<file path="config.mk">
export PLATFORM = sky130hd
export DESIGN_NAME = apc_config_bank
export DESIGN_NICKNAME = d
export VERILOG_FILES = /design/src/apc_pkg.sv /design/src/apc_ahb_slave.sv /design/src/apc_atomic_reg.sv /design/src/apc_config_bank.sv
export SDC_FILE = /design/constraint.sdc
export NUM_CORES = 1
export LEC_CHECK = 0
export BUFFER_PORTS_ARGS = -buffer_cell sky130_fd_sc_hd__buf_2
export CORE_MARGIN = 1.5
export CORE_UTILIZATION = 55
export CTS_CLUSTER_SIZE = 12
export DETAILED_ROUTE_END_ITERATION = 16
export PLACE_DENSITY_LB_ADDON = 0.3
export SYNTH_ARGS = -nofsm -noshare
export SYNTH_HDL_FRONTEND = slang
export SYNTH_SLANG_ARGS = --single-unit
</file>
<file path="constraint.sdc">
create_clock -name hclk -period 4.05 [get_ports hclk]
set_clock_uncertainty 0.05 [all_clocks]
set_input_delay 0.2025 -clock hclk [delete_from_list [all_inputs] [get_ports hclk]]
set_output_delay 0.2025 -clock hclk [all_outputs]
set_load 0.005 [all_outputs]
</file>
<file path="src/apc_pkg.sv">
// Package: register map, field layout, reset values and bus types of the PLL configuration bank
package apc_pkg;

	////////////////////////////////////////////////////////////////////////////
	// Register byte offsets
	localparam logic [7:0] APC_OFS_FRAC = 8'h00;
	localparam logic [7:0] APC_OFS_INT  = 8'h04;
	localparam logic [7:0] APC_OFS_SDM  = 8'h08;
	localparam logic [7:0] APC_OFS_CFG  = 8'h0c;
	localparam logic [7:0] APC_OFS_LPF  = 8'h10;

	////////////////////////////////////////////////////////////////////////////
	// Field widths and commit byte lanes
	localparam int APC_FRAC_W     = 27;
	localparam int APC_INT_W      = 10;
	localparam int APC_FRAC_LANE  = 3;
	localparam int APC_INT_LANE   = 1;
	localparam int APC_DEN_LOG2   = 27;

	////////////////////////////////////////////////////////////////////////////
	// Field positions in the byte-wide registers
	localparam int APC_SDM_ORDER_LSB  = 0;
	localparam int APC_SDM_GAIN_LSB   = 2;
	localparam int APC_SDM_SHAPE_BIT  = 4;
	localparam int APC_SDM_DITHER_BIT = 5;
	localparam int APC_CFG_DBL_BIT    = 0;
	localparam int APC_CFG_REF_BIT    = 1;
	localparam int APC_LPF_RES_LSB    = 0;
	localparam int APC_LPF_CAP_LSB    = 4;
	localparam int APC_LPF_BYP_BIT    = 7;

	////////////////////////////////////////////////////////////////////////////
	// Writable masks and reset values
	localparam logic [7:0] APC_SDM_MASK = 8'h3f;
	localparam logic [7:0] APC_CFG_MASK = 8'h03;
	localparam logic [7:0] APC_LPF_MASK = 8'hff;
	localparam logic [APC_FRAC_W-1:0] APC_FRAC_RST = 27'h0000000;
	localparam logic [APC_INT_W-1:0]  APC_INT_RST  = 10'h06c;
	localparam logic [7:0] APC_SDM_RST = 8'h03;
	localparam logic [7:0] APC_CFG_RST = 8'h01;
	localparam logic [7:0] APC_LPF_RST = 8'h76;

	////////////////////////////////////////////////////////////////////////////
	// Bus phase encoding
	typedef enum logic [1:0]
	{
		APC_PH_IDLE = 2'b00,
		APC_PH_WR   = 2'b01,
		APC_PH_RD   = 2'b10
	} apc_phase_t;

	// Settings driven into the analog PLL
	typedef struct packed
	{
		logic [APC_FRAC_W-1:0] frac_numerator;
		logic [APC_INT_W-1:0]  integer_divider;
		logic [1:0]            modulator_order;
		logic                  dither_enable;
		logic                  dither_shaping;
		logic [1:0]            dither_gain;
		logic                  ref_select;
		logic                  doubler_enable;
		logic                  vco_filter_bypass;
		logic [2:0]            pole_capacitor_code;
		logic [3:0]            filter_resistor_code;
	} apc_pll_ctrl_t;

	// Byte lanes touched by one AHB transfer
	function automatic logic [3:0] apc_byte_lanes(input logic [2:0] size, input logic [1:0] addr);
		logic [3:0] lanes;
		case (size)
			3'h0:
			begin
				lanes = 4'h1 << addr;
			end
			3'h1:
			begin
				lanes = addr[1] ? 4'hc : 4'h3;
			end
			default:
			begin
				lanes = 4'hf;
			end
		endcase
		return lanes;
	endfunction : apc_byte_lanes

endpackage : apc_pkg

</file>
<file path="src/apc_ahb_slave.sv">
// AHB-Lite slave front end: write strobes in the data phase, reads with one wait state
`timescale 1ns/1ps
module apc_ahb_slave (
	// Clock and reset
	input  wire logic        hclk,
	input  wire logic        hresetn,
	// AHB-Lite
	input  wire logic        hsel,
	input  wire logic [31:0] haddr,
	input  wire logic [1:0]  htrans,
	input  wire logic        hwrite,
	input  wire logic [2:0]  hsize,
	input  wire logic        hready,
	output logic      [31:0] hrdata,
	output logic             hreadyout,
	output logic             hresp,
	// Register side
	output logic             wr_en,
	output logic             rd_req,
	output logic      [7:0]  reg_addr,
	output logic      [3:0]  byte_en,
	input  wire logic [31:0] rd_data
);
	import apc_pkg::*;

	apc_phase_t phase;
	logic       take;

	assign take = hsel && htrans[1] && hready;

	////////////////////////////////////////////////////////////////////////////
	// Address phase capture
	always_ff @(posedge hclk or negedge hresetn)
	begin
		if (!hresetn)
		begin
			phase    <= APC_PH_IDLE;
			reg_addr <= 8'h00;
			byte_en  <= 4'h0;
		end
		else if (take)
		begin
			phase    <= hwrite ? APC_PH_WR : APC_PH_RD;
			reg_addr <= {haddr[7:2], 2'b00};
			byte_en  <= apc_byte_lanes(hsize, haddr[1:0]);
		end
		else
		begin
			phase <= APC_PH_IDLE;
		end
	end

	// Read data registered in the wait cycle
	always_ff @(posedge hclk or negedge hresetn)
	begin
		if (!hresetn)
		begin
			hrdata <= 32'h00000000;
		end
		else if (rd_req)
		begin
			hrdata <= rd_data;
		end
	end

	always_comb
	begin
		case (phase)
			APC_PH_WR:
			begin
				wr_en  = 1'b1;
				rd_req = 1'b0;
			end
			APC_PH_RD:
			begin
				wr_en  = 1'b0;
				rd_req = 1'b1;
			end
			default:
			begin
				wr_en  = 1'b0;
				rd_req = 1'b0;
			end
		endcase
	end

	assign hreadyout = !rd_req;
	assign hresp     = 1'b0;

endmodule : apc_ahb_slave

</file>
<file path="src/apc_atomic_reg.sv">
// Staged divider register that applies its value when the committing byte is written
`timescale 1ns/1ps
module apc_atomic_reg #(
	parameter int               WIDTH       = 27,
	parameter int               COMMIT_LANE = 3,
	parameter logic [WIDTH-1:0] RESET_VALUE = '0
) (
	// Clock and reset
	input  wire logic             hclk,
	input  wire logic             hresetn,
	// Write side
	input  wire logic             wr_en,
	input  wire logic [3:0]       byte_en,
	input  wire logic [31:0]      wdata,
	// Values
	output logic      [WIDTH-1:0] staged,
	output logic      [WIDTH-1:0] applied
);

	logic [WIDTH-1:0] next_staged;

	////////////////////////////////////////////////////////////////////////////
	// Merge written bytes into staging
	always_comb
	begin
		next_staged = staged;
		for (int i = 0; i < WIDTH; i++)
		begin
			if (wr_en && byte_en[i/8])
			begin
				next_staged[i] = wdata[i];
			end
		end
	end

	always_ff @(posedge hclk or negedge hresetn)
	begin
		if (!hresetn)
		begin
			staged <= RESET_VALUE;
		end
		else
		begin
			staged <= next_staged;
		end
	end

	// Commit on the most significant byte
	always_ff @(posedge hclk or negedge hresetn)
	begin
		if (!hresetn)
		begin
			applied <= RESET_VALUE;
		end
		else if (wr_en && byte_en[COMMIT_LANE])
		begin
			applied <= next_staged;
		end
	end

endmodule : apc_atomic_reg

</file>
<file path="src/apc_config_bank.sv">
// Analog PLL configuration register bank behind an AHB-Lite slave
`timescale 1ns/1ps
module apc_config_bank (
	// Clock and reset
	input  wire logic                  hclk,
	input  wire logic                  hresetn,
	// AHB-Lite slave
	input  wire logic                  hsel,
	input  wire logic [31:0]           haddr,
	input  wire logic [1:0]            htrans,
	input  wire logic                  hwrite,
	input  wire logic [2:0]            hsize,
	input  wire logic [31:0]           hwdata,
	input  wire logic                  hready,
	output logic      [31:0]           hrdata,
	output logic                       hreadyout,
	output logic                       hresp,
	// Analog PLL settings
	output apc_pkg::apc_pll_ctrl_t     pll_ctrl
);
	import apc_pkg::*;

	logic                  wr_en;
	logic                  rd_req;
	logic [7:0]            reg_addr;
	logic [3:0]            byte_en;
	logic [31:0]           rd_data;
	logic                  wr_frac;
	logic                  wr_int;
	logic                  wr_low;
	logic [APC_FRAC_W-1:0] frac_staged;
	logic [APC_FRAC_W-1:0] frac_numerator;
	logic [APC_INT_W-1:0]  int_staged;
	logic [APC_INT_W-1:0]  integer_divider;
	logic [7:0]            sdm_cfg;
	logic [7:0]            src_cfg;
	logic [7:0]            lpf_cfg;

	////////////////////////////////////////////////////////////////////////////
	// Bus front end
	apc_ahb_slave u_bus (
		.hclk      (hclk),
		.hresetn   (hresetn),
		.hsel      (hsel),
		.haddr     (haddr),
		.htrans    (htrans),
		.hwrite    (hwrite),
		.hsize     (hsize),
		.hready    (hready),
		.hrdata    (hrdata),
		.hreadyout (hreadyout),
		.hresp     (hresp),
		.wr_en     (wr_en),
		.rd_req    (rd_req),
		.reg_addr  (reg_addr),
		.byte_en   (byte_en),
		.rd_data   (rd_data)
	);

	assign wr_frac = wr_en && (reg_addr == APC_OFS_FRAC);
	assign wr_int  = wr_en && (reg_addr == APC_OFS_INT);
	assign wr_low  = wr_en && byte_en[0];

	////////////////////////////////////////////////////////////////////////////
	// Atomic divider registers
	apc_atomic_reg #(
		.WIDTH       (APC_FRAC_W),
		.COMMIT_LANE (APC_FRAC_LANE),
		.RESET_VALUE (APC_FRAC_RST)
	) u_frac (
		.hclk    (hclk),
		.hresetn (hresetn),
		.wr_en   (wr_frac),
		.byte_en (byte_en),
		.wdata   (hwdata),
		.staged  (frac_staged),
		.applied (frac_numerator)
	);

	apc_atomic_reg #(
		.WIDTH       (APC_INT_W),
		.COMMIT_LANE (APC_INT_LANE),
		.RESET_VALUE (APC_INT_RST)
	) u_int (
		.hclk    (hclk),
		.hresetn (hresetn),
		.wr_en   (wr_int),
		.byte_en (byte_en),
		.wdata   (hwdata),
		.staged  (int_staged),
		.applied (integer_divider)
	);

	////////////////////////////////////////////////////////////////////////////
	// Modulator configuration
	always_ff @(posedge hclk or negedge hresetn)
	begin
		if (!hresetn)
		begin
			sdm_cfg <= APC_SDM_RST;
		end
		else if (wr_low && (reg_addr == APC_OFS_SDM))
		begin
			sdm_cfg <= hwdata[7:0] & APC_SDM_MASK;
		end
	end

	// Reference source and doubler
	always_ff @(posedge hclk or negedge hresetn)
	begin
		if (!hresetn)
		begin
			src_cfg <= APC_CFG_RST;
		end
		else if (wr_low && (reg_addr == APC_OFS_CFG))
		begin
			src_cfg <= hwdata[7:0] & APC_CFG_MASK;
		end
	end

	// Loop filter codes
	always_ff @(posedge hclk or negedge hresetn)
	begin
		if (!hresetn)
		begin
			lpf_cfg <= APC_LPF_RST;
		end
		else if (wr_low && (reg_addr == APC_OFS_LPF))
		begin
			lpf_cfg <= hwdata[7:0] & APC_LPF_MASK;
		end
	end

	////////////////////////////////////////////////////////////////////////////
	// Read multiplexer
	always_comb
	begin
		case (reg_addr)
			APC_OFS_FRAC:
			begin
				rd_data = {5'h00, frac_staged};
			end
			APC_OFS_INT:
			begin
				rd_data = {22'h000000, int_staged};
			end
			APC_OFS_SDM:
			begin
				rd_data = {24'h000000, sdm_cfg};
			end
			APC_OFS_CFG:
			begin
				rd_data = {24'h000000, src_cfg};
			end
			APC_OFS_LPF:
			begin
				rd_data = {24'h000000, lpf_cfg};
			end
			default:
			begin
				rd_data = 32'h00000000;
			end
		endcase
	end

	////////////////////////////////////////////////////////////////////////////
	// Drive the analog settings
	always_comb
	begin
		pll_ctrl.frac_numerator       = frac_numerator;
		pll_ctrl.integer_divider      = integer_divider;
		pll_ctrl.modulator_order      = sdm_cfg[APC_SDM_ORDER_LSB +: 2];
		pll_ctrl.dither_enable        = sdm_cfg[APC_SDM_DITHER_BIT];
		pll_ctrl.dither_shaping       = sdm_cfg[APC_SDM_SHAPE_BIT];
		pll_ctrl.dither_gain          = sdm_cfg[APC_SDM_GAIN_LSB +: 2];
		pll_ctrl.ref_select           = src_cfg[APC_CFG_REF_BIT];
		pll_ctrl.doubler_enable       = src_cfg[APC_CFG_DBL_BIT];
		pll_ctrl.vco_filter_bypass    = lpf_cfg[APC_LPF_BYP_BIT];
		pll_ctrl.pole_capacitor_code  = lpf_cfg[APC_LPF_CAP_LSB +: 3];
		pll_ctrl.filter_resistor_code = lpf_cfg[APC_LPF_RES_LSB +: 4];
	end
endmodule : apc_config_bank

</file>
==> metrics <==
WHS=49.6 ps; row count=37; fin. max-slew vios=0; DIE HEIGHT=105 µm; mux contribution to synthesized area=0.271; Ports=161; sequential share of the synthesized area=0.567; area of the core=10,200 µm²; normalized max-slew margin=0.304; Cell Chain, Critical Path=nor4b_1 -> nand3_2 -> buf_4 -> mux2_2; Post-CTS Hold Buffers=37; DRC=0; Pre-antenna DRT Iters=4; WP depth=4; largest net degree at the start of global routing=60; Reg2Reg Depth=4; Finish-stage setup viols=0; switching power=0.842 mW; Detail Route Antenna Nets=0; Final HPWL DP=8590 µm; H-tree lvl count=4; Power, Total=3.43 mW; sw frac=0.245; Buffers on Ports=124; CTS resizes=0; CTS tree=built; f_max=374 MHz; Startpoint Class=flop; Hold Startpoint=haddr[0]; Clk pwr share=0.431; Pwr Density=464 nW/µm²; layout cells sized above 1=0.509; CP max stage cell=nor4b_1; vias in the first global route=4,420; CP bufs+invs=1; antenna violations before repair=0; Leakage Power=3.55 nW; Async S/R FF share, synth=1.00; routed wire length per instance=18.2 µm; nets=668; die width=105 µm; Ant. Diodes=0; DRT iter0 DRCs=170; max_cap viols=0; worst-path fanout max=22; grt total ovfl=0; Synth Flop Type=dfrtp_1; critical path endpoint=u_frac.applied[19]; Flop pwr share=0.445; Vias/cell=5.59; min-delay worst type=in2reg; CTS max path bufs=2; total CTS buffers=17; r2r endpoint=u_frac.applied[19]; initial core utilization=0.560; xor/xnor share of the synthesized area=0; drt total wl=13,500 µm; Compound-Gate Fraction of Synth Area=0.0554; outcome=complete, no violations; Post-synth EDFFs=0; Worst VDD drop=0.262 mV; Mapped Avg Cell Area=13.3 µm²; #FFs+latches synth=129; Worst setup startpoint=u_bus.reg_addr[3]; Tot GR Track Use=0.264; arrival time worst endpoint=3020 ps; critical path type=reg2reg; Final Hold Viols=0; Die ar.=11,000 µm²; worst skew pair latency=520 ps; post-synthesis simple-gate area fraction=0.0770; Cell variety after synth=37; first-pass GRT wire length=22,300 µm; unrepaired setup endpoints after global routing=no; area grow syn2layout=29.2%; Post-CTS Setup Inserts=0; Reg clk slew, reported paths=60 ps; Period minus WS final=2670 ps; final core occ=0.724; reg2reg start=u_bus.reg_addr[3]; post-synthesis instance area=5730 µm²; Tcrit/Tclk final=0.660; clock sink total=129; Post-Synth Adder-Cell Area=0; YS warnings=0; required time of the critical path=4400 ps; Tightest Pin Transition=1040 ps; setup TNS=0 ps; CP endpoint kind=flop; Cells after Synth=432; Worst path max stage delay=710 ps; largest family of logic cells by synthesized area=multiplexers; reg2reg setup slack=1380 ps; placer congestion estimate=0.820; internal power=2.59 mW; Root Driver=clkbuf_8; Gate power share=0.124; vias after detailed routing=4,152; Top delay family on crit path=simple AND/OR/NAND/NOR gates
## how the worst min path moves through the flow
stage | end | slack (ps) | cells past startpoint
global placement | u_frac.staged[13] | 250 | 1
floorplan | lpf_cfg[0] | -140 | 0
finish | u_bus.byte_en[1] | 50 | 4
global route | u_bus.byte_en[1] | 70 | 4
CTS | u_bus.byte_en[1] | 30 | 4
detailed placement | u_bus.hrdata[13] | 260 | 1
## layer usage
metal,global-route usage,part of all wire
met1,0.344,0.44
met2,0.430,0.51
met3,0.0643,0.045
met4,0.0939,0.013
met5,0,0
## kinds of logic (layout without fill, tap and decap cells)
kind of cell / Yosys count / after routing
AO/OA/AOI/OAI: 50 / 50
buffers and inverters: 34 / 204
flip-flops: 129 / 129
multiplexers: 139 / 139
other: 1 / 6
AND/OR/NAND/NOR: 79 / 79
## sequential cells by signal (all words and copies together), names as in the netlist
| register | count |
|---|---|
| u_bus.hrdata | 27 |
| u_frac.staged | 27 |
| sdm_cfg | 6 |
| u_bus.reg_addr | 6 |
| u_frac.applied | 27 |
| u_int.staged | 10 |
| u_int.applied | 10 |
| src_cfg | 2 |
| u_bus.phase | 2 |
| lpf_cfg | 8 |
| u_bus.byte_en | 4 |
## Yosys cell counts, drive strengths merged (2+ instances only)
library cell	number	area, µm²
mux2	131	1480
dfrtp	113	2830
nand2	38	143
o21ai	28	140
buf	16	98.8
dfstp	16	420
clkbuf	14	52.6
mux2i	8	80.1
nand3	8	45.0
nor2	7	26.3
a32oi	6	52.6
nor4bb	5	50.1
a2bb2oi	4	35.0
and3b	4	35.0
inv	4	15.0
nand3b	4	30.0
a21oi	3	15.0
nor2b	3	18.8
a211o	2	17.5
a211oi	2	15.0
a311oi	2	17.5
nand4	2	12.5
nand4b	2	23.8
o41ai	2	17.5
## worst register-to-register path, stage by stage (launching register included)
cell and delay, ps:
dfrtp_1 670, nor4b_1 710, nand3_2 440, buf_4 390, mux2_2 310
## power by group through the flow
stage	clock, mW	sequential (mW)	combinational [mW]
6_report	1.48	1.53	0.426
5_1_grt	1.56	1.55	0.467
4_1_cts	1.50	1.53	0.427
3_5_place_dp	0	1.55	0.396
3_3_place_gp	0	1.54	0.382
2_1_floorplan	0	1.50	0.262
## cell type report
class | instances | area, µm²
Sequential cell | 129 | 3250
Fill cell | 714 | 2820
Multi-Input combinational cell | 274 | 2340
Timing Repair Buffer | 168 | 1050
Clock buffer | 23 | 477
Tap cell | 136 | 170
Clock inverter | 9 | 106
Inverter | 4 | 15.0
## cells in the final DEF (no fill, tap or decap), types with 2 or more instances in the layout
| master | instances |
|---|---|
| nand2_1 | 38 |
| dfrtp_1 | 113 |
| and3b_1 | 4 |
| clkbuf_1 | 2 |
| dlygate4sd3_1 | 37 |
| a21oi_1 | 3 |
| clkbuf_8 | 5 |
| clkinvlp_4 | 3 |
| nor4bb_1 | 5 |
| a32oi_1 | 6 |
| dfstp_2 | 16 |
| conb_1 | 6 |
| mux2_2 | 127 |
| nand3_1 | 6 |
| mux2_1 | 4 |
| nand3_2 | 2 |
| nand3b_1 | 4 |
| a211o_1 | 2 |
| inv_1 | 4 |
| buf_2 | 123 |
| o41ai_1 | 2 |
| a2bb2oi_1 | 4 |
| nor2_1 | 7 |
| a211oi_1 | 2 |
| clkbuf_16 | 16 |
| buf_4 | 8 |
| o21ai_0 | 28 |
| nor2b_1 | 2 |
| nand4_1 | 2 |
| a311oi_1 | 2 |
| bufinv_16 | 2 |
| clkinv_2 | 3 |
| mux2i_1 | 8 |
## per-stage QoR
| step | area, µm² | setup slack [ps] | instances |
|---|---|---|---|
| 5_1_grt | 7410 | 1230 | 743 |
| 4_1_cts | 7410 | 1350 | 743 |
| 3_3_place_gp | 6450 | 1400 | 674 |
| 3_5_place_dp | 6450 | 1370 | 674 |
| 6_report | 7410 | 1380 | 743 |
| 2_1_floorplan | 5750 | 2200 | 437 |
(Power assumes the default switching activity.)
